### src/hw/cfe_pkg.sv
package cfe_pkg;

  // ------------------------------------------------------------
  // register map
  // ------------------------------------------------------------
  localparam logic [7:0] CFE_ADDR_FAULT_STATE = 8'h0E;
  localparam logic [7:0] CFE_ADDR_CHG_EVENT_1 = 8'h0F;
  localparam logic [7:0] CFE_ADDR_CHG_EVENT_2 = 8'h10;
  localparam logic [7:0] CFE_ADDR_FAULT_EVENT = 8'h11;
  localparam logic [7:0] CFE_EVENT_RESET = 8'h00;
  localparam logic [7:0] CFE_READ_NONE = 8'h00;

  // ------------------------------------------------------------
  // field positions
  // ------------------------------------------------------------
  localparam int CFE_FS_OVP_BIT = 7;
  localparam int CFE_FS_TSHUT_BIT = 6;
  localparam int CFE_FS_TMR_BIT = 4;
  localparam int CFE_E1_ICR_BIT = 6;
  localparam int CFE_E1_IVR_BIT = 5;
  localparam int CFE_E1_THERMAL_REGULATION_BIT = 4;
  localparam int CFE_E1_WD_BIT = 3;
  localparam int CFE_E1_CHG_BIT = 0;
  localparam int CFE_E2_PG_BIT = 7;
  localparam int CFE_E2_SRC_BIT = 4;
  localparam int CFE_E2_TEMP_BIT = 2;
  localparam int CFE_E2_OPT_BIT = 1;
  localparam int CFE_FE_OVP_BIT = 7;
  localparam int CFE_FE_TSHUT_BIT = 6;
  localparam int CFE_FE_TMR_BIT = 4;

  // ------------------------------------------------------------
  // synchronised status vector layout
  // ------------------------------------------------------------
  localparam int CFE_SYNC_W = 19;
  localparam int CFE_S_ICR = 0;
  localparam int CFE_S_IVR = 1;
  localparam int CFE_S_THERMAL_REGULATION = 2;
  localparam int CFE_S_WD = 3;
  localparam int CFE_S_CHG = 4;
  localparam int CFE_S_PG = 7;
  localparam int CFE_S_SRC = 8;
  localparam int CFE_S_TEMP = 11;
  localparam int CFE_S_OPT = 14;
  localparam int CFE_S_OVP = 16;
  localparam int CFE_S_TSHUT = 17;
  localparam int CFE_S_TMR = 18;
  localparam logic [CFE_SYNC_W-1:0] CFE_SYNC_RESET = 19'h00000;

  // optimizer state codes
  localparam logic [1:0] CFE_OPT_DISABLED = 2'h0;
  localparam logic [1:0] CFE_OPT_RUNNING = 2'h1;
  localparam logic [1:0] CFE_OPT_FOUND = 2'h2;

  // ------------------------------------------------------------
  // timing
  // ------------------------------------------------------------
  localparam int CFE_CLOCK_HZ = 50000000;
  localparam logic [2:0] CFE_ARM_CYCLES = 3'h5;
  localparam logic [2:0] CFE_ARM_RESET = 3'h0;

  typedef enum logic [0:0] {
    CFE_ARMING = 1'b0,
    CFE_LIVE = 1'b1
  } cfe_state_t;

endpackage : cfe_pkg

### src/hw/cfe_stat_if.sv
`timescale 1ns/1ps
interface cfe_stat_if;
  import cfe_pkg::*;
  logic [CFE_SYNC_W-1:0] raw;
  logic [CFE_SYNC_W-1:0] stable;
  modport sync (input raw, output stable);
  modport core (output raw, input stable);
endinterface : cfe_stat_if

### src/hw/cfe_sync.sv
`timescale 1ns/1ps
module cfe_sync
  import cfe_pkg::*;
(
  input wire logic clock,
  input wire logic rst,
  cfe_stat_if.sync si
);

  logic [CFE_SYNC_W-1:0] ff1_r;
  logic [CFE_SYNC_W-1:0] ff2_r;
  logic [CFE_SYNC_W-1:0] ff3_r;
  logic [CFE_SYNC_W-1:0] stable_r;
  logic [CFE_SYNC_W-1:0] stable_nxt;

  // ------------------------------------------------------------
  // per-bit acceptance
  // ------------------------------------------------------------
  // ff1 feeds only ff2; a bit moves only once ff2 and ff3 agree
  genvar g;
  generate
    for (g = 0; g < CFE_SYNC_W; g++)
    begin : g_bit
      always_comb
      begin
        stable_nxt[g] = (ff2_r[g] == ff3_r[g]) ? ff3_r[g] : stable_r[g];
      end
    end
  endgenerate

  always_ff @(posedge clock)
  begin
    if (rst)
    begin
      ff1_r <= CFE_SYNC_RESET;
      ff2_r <= CFE_SYNC_RESET;
      ff3_r <= CFE_SYNC_RESET;
      stable_r <= CFE_SYNC_RESET;
    end
    else
    begin
      ff1_r <= si.raw;
      ff2_r <= ff1_r;
      ff3_r <= ff2_r;
      stable_r <= stable_nxt;
    end
  end

  assign si.stable = stable_r;

endmodule : cfe_sync

### src/hw/cfe_top.sv
// Behaviour
// - fault state bit 7 shows overvoltage
// - fault state bit 6 shows thermal shutdown
// - fault state bit 4 shows timer expiry
// - reserved bits always read zero
// - event registers 0Fh,10h,11h reset zero
// - event1 bit 6 on current regulation rise
// - event1 bit 5 on voltage regulation rise
// - event1 bit 4 on thermal regulation rise
// - event1 bit 3 on watchdog expiry rise
// - event1 bit 0 on charge phase change
// - event2 bit 7 on power good toggle
// - event2 bit 4 on source type change
// - event2 bit 2 on temperature zone change
// - event2 bit 1 on optimizer state change
// - fault event bit 7 on overvoltage entry
// - fault event bit 6 on shutdown entry
// - fault event bit 4 on timer rise
// - optimizer codes 00,01,10 and reserved 11
// - watchdog state bit set after expiry
`timescale 1ns/1ps
module cfe_top
  import cfe_pkg::*;
(
  input wire logic CLOCK,
  input wire logic RST,
  input wire logic REG_RST,
  input wire logic RD_EN,
  input wire logic [7:0] RD_ADDR,
  output logic [7:0] RD_DATA,
  input wire logic INPUT_CURRENT_REGULATION,
  input wire logic INPUT_VOLTAGE_REGULATION,
  input wire logic THERMAL_REGULATION,
  input wire logic WATCHDOG_EXPIRED_STATE,
  input wire logic [2:0] CHARGE_PHASE,
  input wire logic POWER_GOOD_SIGNAL,
  input wire logic [2:0] INPUT_SOURCE_TYPE,
  input wire logic [2:0] BATTERY_TEMP_ZONE,
  input wire logic [1:0] INPUT_OPTIMIZER_STATE,
  input wire logic INPUT_OVERVOLTAGE_STATE,
  input wire logic THERMAL_SHUTDOWN_STATE,
  input wire logic SAFETY_TIMER_EXPIRED_STATE
);

  // ------------------------------------------------------------
  // helpers
  // ------------------------------------------------------------
  function automatic logic rose(input logic now, input logic was);
    rose = now & ~was;
  endfunction : rose

  function automatic logic read_hit(input logic en,
                                    input logic [7:0] addr,
                                    input logic [7:0] reg_addr);
    read_hit = en && (addr == reg_addr);
  endfunction : read_hit

  // ------------------------------------------------------------
  // input synchronisation
  // ------------------------------------------------------------
  cfe_stat_if si ();

  // status sources may be analog, so every bit is synchronised
  // limitation: a pulse shorter than two clocks may be missed
  assign si.raw = {SAFETY_TIMER_EXPIRED_STATE,
                   THERMAL_SHUTDOWN_STATE,
                   INPUT_OVERVOLTAGE_STATE,
                   INPUT_OPTIMIZER_STATE,
                   BATTERY_TEMP_ZONE,
                   INPUT_SOURCE_TYPE,
                   POWER_GOOD_SIGNAL,
                   CHARGE_PHASE,
                   WATCHDOG_EXPIRED_STATE,
                   THERMAL_REGULATION,
                   INPUT_VOLTAGE_REGULATION,
                   INPUT_CURRENT_REGULATION};

  cfe_sync u_sync (
    .clock(CLOCK),
    .rst(RST),
    .si(si.sync)
  );

  // ------------------------------------------------------------
  // arming after reset
  // ------------------------------------------------------------
  // the synchroniser starts from zero; arming waits until the
  // first real values are through, so they raise no false events
  // trade-off: events in the first six clocks are lost
  cfe_state_t state_r;
  cfe_state_t state_nxt;
  logic [2:0] arm_cnt_r;
  logic [2:0] arm_cnt_nxt;

  always_comb
  begin
    state_nxt = state_r;
    arm_cnt_nxt = arm_cnt_r;
    case (state_r)
      CFE_ARMING:
      begin
        if (arm_cnt_r == CFE_ARM_CYCLES)
        begin
          state_nxt = CFE_LIVE;
        end
        else
        begin
          arm_cnt_nxt = arm_cnt_r + 3'h1;
        end
      end
      CFE_LIVE:
      begin
        state_nxt = CFE_LIVE;
      end
      default:
      begin
        state_nxt = CFE_ARMING;
        arm_cnt_nxt = CFE_ARM_RESET;
      end
    endcase
  end

  always_ff @(posedge CLOCK)
  begin
    if (RST)
    begin
      state_r <= CFE_ARMING;
      arm_cnt_r <= CFE_ARM_RESET;
    end
    else
    begin
      state_r <= state_nxt;
      arm_cnt_r <= arm_cnt_nxt;
    end
  end

  // ------------------------------------------------------------
  // event detection
  // ------------------------------------------------------------
  logic [CFE_SYNC_W-1:0] prev_r;
  logic [CFE_SYNC_W-1:0] cur;
  logic live;
  logic [7:0] set_e1;
  logic [7:0] set_e2;
  logic [7:0] set_fe;

  // prev_r tracks cur while arming, so detection starts from the
  // status seen at the moment it goes live
  assign cur = si.stable;
  assign live = (state_r == CFE_LIVE);

  always_comb
  begin
    set_e1 = CFE_EVENT_RESET;
    set_e2 = CFE_EVENT_RESET;
    set_fe = CFE_EVENT_RESET;
    if (live)
    begin
      set_e1[CFE_E1_ICR_BIT] = rose(cur[CFE_S_ICR], prev_r[CFE_S_ICR]);
      set_e1[CFE_E1_IVR_BIT] = rose(cur[CFE_S_IVR], prev_r[CFE_S_IVR]);
      set_e1[CFE_E1_THERMAL_REGULATION_BIT] =
        rose(cur[CFE_S_THERMAL_REGULATION], prev_r[CFE_S_THERMAL_REGULATION]);
      set_e1[CFE_E1_WD_BIT] = rose(cur[CFE_S_WD], prev_r[CFE_S_WD]);
      set_e1[CFE_E1_CHG_BIT] =
        (cur[CFE_S_CHG+:3] != prev_r[CFE_S_CHG+:3]);
      set_e2[CFE_E2_PG_BIT] = cur[CFE_S_PG] ^ prev_r[CFE_S_PG];
      set_e2[CFE_E2_SRC_BIT] =
        (cur[CFE_S_SRC+:3] != prev_r[CFE_S_SRC+:3]);
      set_e2[CFE_E2_TEMP_BIT] =
        (cur[CFE_S_TEMP+:3] != prev_r[CFE_S_TEMP+:3]);
      // any move among the four codes counts
      set_e2[CFE_E2_OPT_BIT] =
        (cur[CFE_S_OPT+:2] != prev_r[CFE_S_OPT+:2]);
      set_fe[CFE_FE_OVP_BIT] = rose(cur[CFE_S_OVP], prev_r[CFE_S_OVP]);
      set_fe[CFE_FE_TSHUT_BIT] =
        rose(cur[CFE_S_TSHUT], prev_r[CFE_S_TSHUT]);
      set_fe[CFE_FE_TMR_BIT] = rose(cur[CFE_S_TMR], prev_r[CFE_S_TMR]);
    end
  end

  always_ff @(posedge CLOCK)
  begin
    if (RST)
    begin
      prev_r <= CFE_SYNC_RESET;
    end
    else
    begin
      prev_r <= cur;
    end
  end

  // ------------------------------------------------------------
  // event flags
  // ------------------------------------------------------------
  logic [7:0] ev1_r;
  logic [7:0] ev2_r;
  logic [7:0] fev_r;
  logic [7:0] ev1_nxt;
  logic [7:0] ev2_nxt;
  logic [7:0] fev_nxt;
  logic clr1;
  logic clr2;
  logic clr3;

  // register reset clears on every clock it is held
  // a read clears only its own register
  assign clr1 = REG_RST | read_hit(RD_EN, RD_ADDR, CFE_ADDR_CHG_EVENT_1);
  assign clr2 = REG_RST | read_hit(RD_EN, RD_ADDR, CFE_ADDR_CHG_EVENT_2);
  assign clr3 = REG_RST | read_hit(RD_EN, RD_ADDR, CFE_ADDR_FAULT_EVENT);

  // a new event in the clearing cycle wins over the clear
  always_comb
  begin
    // register reset clears; no watchdog term
    ev1_nxt = (clr1 ? CFE_EVENT_RESET : ev1_r) | set_e1;
    ev2_nxt = (clr2 ? CFE_EVENT_RESET : ev2_r) | set_e2;
    fev_nxt = (clr3 ? CFE_EVENT_RESET : fev_r) | set_fe;
  end

  always_ff @(posedge CLOCK)
  begin
    if (RST)
    begin
      ev1_r <= CFE_EVENT_RESET;
      ev2_r <= CFE_EVENT_RESET;
      fev_r <= CFE_EVENT_RESET;
    end
    else
    begin
      ev1_r <= ev1_nxt;
      ev2_r <= ev2_nxt;
      fev_r <= fev_nxt;
    end
  end

  // ------------------------------------------------------------
  // read port
  // ------------------------------------------------------------
  logic [7:0] fault_state;
  logic [7:0] rd_data_r;
  logic [7:0] rd_data_nxt;

  // ------------------------------------------------------------
  // fault state view
  // ------------------------------------------------------------
  // live status, not latched: it reads as the faults stand now
  always_comb
  begin
    fault_state = CFE_READ_NONE;
    fault_state[CFE_FS_OVP_BIT] = cur[CFE_S_OVP];
    fault_state[CFE_FS_TSHUT_BIT] = cur[CFE_S_TSHUT];
    fault_state[CFE_FS_TMR_BIT] = cur[CFE_S_TMR];
  end

  always_comb
  begin
    rd_data_nxt = rd_data_r;
    if (RD_EN)
    begin
      case (RD_ADDR)
        CFE_ADDR_FAULT_STATE: rd_data_nxt = fault_state;
        CFE_ADDR_CHG_EVENT_1: rd_data_nxt = ev1_r;
        CFE_ADDR_CHG_EVENT_2: rd_data_nxt = ev2_r;
        CFE_ADDR_FAULT_EVENT: rd_data_nxt = fev_r;
        // unmapped addresses read zero and clear nothing
        default: rd_data_nxt = CFE_READ_NONE;
      endcase
    end
  end

  always_ff @(posedge CLOCK)
  begin
    if (RST)
    begin
      rd_data_r <= CFE_READ_NONE;
    end
    else
    begin
      rd_data_r <= rd_data_nxt;
    end
  end

  // answer one clock after the strobe, held until the next strobe
  assign RD_DATA = rd_data_r;

endmodule : cfe_top

### config.mk
export PLATFORM = sky130hd
export DESIGN_NAME = cfe_top
export DESIGN_NICKNAME = d
export VERILOG_FILES = /design/src/hw/cfe_pkg.sv /design/src/hw/cfe_stat_if.sv /design/src/hw/cfe_sync.sv /design/src/hw/cfe_top.sv
export SDC_FILE = /design/constraint.sdc
export NUM_CORES = 1
export LEC_CHECK = 0
export ABC_AREA = 1
export BUFFER_PORTS_ARGS = -buffer_cell sky130_fd_sc_hd__buf_2
export CORE_MARGIN = 3
export CORE_UTILIZATION = 62
export DETAILED_ROUTE_END_ITERATION = 10
export PLACE_DENSITY = 0.83
export SYNTH_ARGS = -nofsm -noshare
export SYNTH_HDL_FRONTEND = slang
export SYNTH_HIERARCHICAL = 1
export SYNTH_SLANG_ARGS = --single-unit
export TNS_END_PERCENT = 100
### constraint.sdc
create_clock -name CLOCK -period 3.15 [get_ports CLOCK]
set_clock_uncertainty 0.05 [all_clocks]
set_input_delay 0.1575 -clock CLOCK [delete_from_list [all_inputs] [get_ports CLOCK]]
set_output_delay 0.1575 -clock CLOCK [all_outputs]
set_load 0.005 [all_outputs]
; ---- Yosys cells after proc, flatten, opt, wreduce, memory -nomap -nowiden
; Cells that the tools add are included.
[classes]
n_addsub = 1
eq_ne = 28
n_mux = 13
n_bitwise = 23
reduce_logical = 4
[op_table]
columns = operator, n
row1 = $pmux W8 S4, 1
row2 = $mux W8, 3
row3 = $eq A1 B1 Y1, 19
row4 = $eq A8 B4 Y1 const B, 2
row5 = $eq A8 B5 Y1 const B, 2
row6 = $or A8 B8 Y8, 2
row7 = $ne A3 B3 Y1, 3
row8 = $not A1 Y1, 9
row9 = $or A8 B7 Y8, 1
row10 = $and A1 B1 Y1, 7
row11 = $mux W1, 5
row12 = $mux W2, 2
row13 = $mux W4, 1
row14 = $add A3 B1 Y3 const B, 1
row15 = $eq A3 B3 Y1 const B, 1
row16 = $logic_and A1 B1 Y1, 3
row17 = $or A1 B1 Y1, 3
row18 = $ne A2 B2 Y1, 1
row19 = $pmux W1 S2, 1
row20 = $reduce_and A2 Y1, 1
row21 = $xor A1 B1 Y1, 1
[word_totals]
register_bits = 131
in_bits = 31
output_inout_bits = 8

; ---- Longest topological paths before layout
[logic_depth]
depth_word = 5
mapped_depth = 8
depth_no_buf = 8

; ---- Modules after synthesis
; The synthesis kept the hierarchy.
[by_module_without_submodules]
columns = module, instances, cells_each, area_per_inst_um2, seq_area_each_um2
row1 = cfe_sync, 1, 255, 2273.4, 1521.5
row2 = cfe_top, 1, 227, 1774.2, 860.8

; ---- Worst setup path after synthesis
; No wires, ideal clock.
[synth_timing]
kind = register -> register
start = reg arm_cnt_r[1]
end = reg arm_cnt_r[2]
setup_time_ps = 116
arrival_ps = 1043
required_time_ps = 2984
path_slack_ps = 1941
stages_incl_launch_ff = 7
path_buffers = 0
cell_sequence = dfxtp_1 -> inv_1 -> ha_1 -> a21oi_1 -> nand3_1 -> nand2_1 -> a21oi_1
[synth_via]
elab_chain_cells = 3
elab_cells_between_ends = 4
[synth_lines]
columns = item, line
row1 = "start, declared", cfe_top.sv:92  ; logic [2:0] arm_cnt_r;
row2 = "start signal, assigned", cfe_top.sv:133  ; arm_cnt_r <= arm_cnt_nxt;
row3 = "parallel branches: the longest is 3 deep, another holds $add A3 B1 Y3", n/a
; Several ways; the timed one is not identified.
; A chain may end at the register's enable or synchronous reset.

; ---- Worst setup path in the final report
; Same ends and word-level chain as after synthesis.

==> run summary <==
Outcome: finished clean
Vias in the first global route: 3132
Post-DP HPWL: 4050 um
Synth Area in XOR/XNOR: 0.0260
CP Launch Point: arm_cnt_r[1]
Max Fclk: 0.724 GHz
Crit share post-route: 0.438
Initial antenna violation count: 0
Setup CP Type: flop to flop
Worst skew pair latency: 500 ps
R2R Setup Slk: 1770 ps
IO buf count: 38
RR Startpoint: arm_cnt_r[1]
Synth Area in Adders: 0.00618
# rows: 28
DR vias: 3104
Combinational family with the most area after synthesis: simple AND/OR/NAND/NOR gates
Min Tclk post-route: 1380 ps
Maximum capacitance violations: 0
Clock buffer count from CTS: 17
Synth warn: 6
Worst-path clk slew: 50 ps
Placeable Area: 6130 um^2
R2r worst-path depth: 6
GPL Wtd Cong: 0.785
Final wirelength: 7770 um
GRT Total Usage: 0.226
Clock buffer depth: 2
CP endpoint kind: flop
Startpoint types: flop
Sequential area share after synthesis: 0.589
Worst path slowest cell: a21oi_1
DR WL/cell: 12.2 um
Post-Synth Simple-Gate Area: 0.188
DR iter-0 viols: 185
Power Density: 729 nW/um^2
Global route overflow: 0
Die area: 7530 um^2
Starting density of the core: 0.660
FF-to-FF End: arm_cnt_r[2]
Nets: 581
Post-Syn Area per Cell: 8.40 um^2
Proportion of synthesized area in mux cells: 0
Top Ports: 39
CTS root buf: clkbuf_8
TritonRoute pass-1 iters: 5
Final ANT Viol Nets: 0
RSZ-0062 raised after global routing: no
Synth Area in Compound Gates: 0.0847
CP Max Fanout: 7
Vias per inst: 4.88
Path category of the worst min-delay check: primary input to flop
Area grow syn2layout: 26.1%
Drt drc: 0
Worst-path cell chain: inv_1 -> ha_1 -> a21oi_1 -> nand3_1 -> nand2_1 -> a21oi_1
Chip width: 86.8 um
#FFs+latches synth: 119
Resized Gates After CTS: 0
CP arrival: 1720 ps
Crit-path max cell delay: 400 ps
Diodes inserted: 0
Cell variety after synth: 27
Post-Syn Area: 4050 um^2
Global-route wire length before repair: 13200 um
Slew Limit Fails: 0
Syn Inst Count: 482
CTS H-tree lvls: 4
Static Leak: 2.22 nW
Largest net degree at the start of global routing: 56
Setup violators final: 0
Most frequent cells in the layout: 119 x dfxtp_1, 102 x nor2_1, 86 x inv_1
Commonest non-fill, non-tap cell in the layout: dfxtp_1
Share of layout cells above drive strength 1: 0.153
Die Y: 86.8 um
Syn nets: 515
End of the critical path: arm_cnt_r[2]
Max VDD drop: 608 uV
CTS Sinks: 119
CTS tree: yes
Hold Slack: 124 ps
TNS Setup: 0 ps
Relative slew slack: 0.474
Most frequent CP cell: a21oi_1
Final Hold Viols: 0
Worst endpoint required time: 3490 ps
Slew @ Worst Pin: 789 ps
synth_stat cells (all sizes together):
cell / count / area, um^2
nor2: 107 / 424
clkbuf: 2 / 7.51
inv: 92 / 345
nand2: 44 / 183
and2: 1 / 8.76
xnor2: 9 / 78.8
ha: 2 / 25.0
nand3: 22 / 115
xor2: 3 / 26.3
o21ai: 27 / 139
nand3b: 4 / 30.0
buf: 11 / 78.8
dfxtp: 119 / 2380
a21oi: 38 / 194
a32o: 1 / 10.0
kinds of logic after synthesis:
| family | count (synthesis) |
|---|---|
| XOR/XNOR | 12 |
| buffers and inverters | 105 |
| AND/OR/NAND/NOR | 178 |
| AO/OA/AOI/OAI | 66 |
| flip-flops | 119 |
| adder cells (fa/ha/maj) | 2 |
critical path, delay by kind of cell, from the launching register on:
family	cells	cell delay, ps
compound gates	2	440
flops	1	360
simple gates	2	200
fa+ha+maj	1	170
buf+inv	1	50
where the power goes:
group	switching (mW)	internal, mW
logic	0.0760	0.0586
clock network	0.620	1.41
registers	0.0206	1.54
how the worst min path moves through the flow:
stage	from	to	slack, ps	depth (start not counted)
finish	RD_ADDR[5]	RD_DATA[6]	120	8
global route	RD_ADDR[5]	RD_DATA[7]	160	8
CTS	RD_ADDR[5]	RD_DATA[6]	110	8
detailed placement	INPUT_VOLTAGE_REGULATION	u_sync/ff1_r[1]	310	3
global placement	BATTERY_TEMP_ZONE[0]	u_sync/ff1_r[11]	310	3
floorplan	INPUT_CURRENT_REGULATION	u_sync/ff1_r[0]	210	2
per-layer routing:
| layer | track usage | up-vias | part of all wire | routed length (um) |
|---|---|---|---|---|
| met5 | 0 | - | 0 | 0 |
| met4 | 0.0977 | 0 | 0.015 | 114 |
| met3 | 0.0741 | 14 | 0.038 | 296 |
| met2 | 0.397 | 63 | 0.51 | 3990 |
| met1 | 0.249 | 1435 | 0.43 | 3370 |
| li1 | - | 1592 | - | - |
what timing repair did:
item                                   4_1_cts  5_1_grt
hold buffers                                21        0
buffers inserted                             0        0
endpoints found under the hold margin       25        0
registers in the layout (all words and copies together), names as in the netlist, 4 cells and up:
name	flops
u_sync/ff3_r	19
ev1_r	5
ev2_r	4
u_sync/ff2_r	19
prev_r	19
u_sync/si.stable	19
RD_DATA	8
u_sync/ff1_r	19
through the flow:
step                cells  instance area [um^2]  worst slack (ps)  utilization  total power [mW]
floorplan             482                  4050              1940            -              1.67
global placement      583                  4270              1650        0.696              1.70
detailed placement    583                  4270              1600        0.696              1.70
CTS                   636                  5100              1790        0.833              3.74
global route          636                  5100              1600        0.833              3.84
finish                636                  5100              1770        0.833              3.72
area by class of cell:
cell class	count	area, um^2
Clock buffer	24	460
Clock inverter	8	169
Fill cell	341	1030
Inverter	92	345
Multi-Input combinational cell	258	1230
Sequential cell	119	2380
Tap cell	75	93.8
Timing Repair Buffer	60	420
Power figures use the tool's default switching activity.
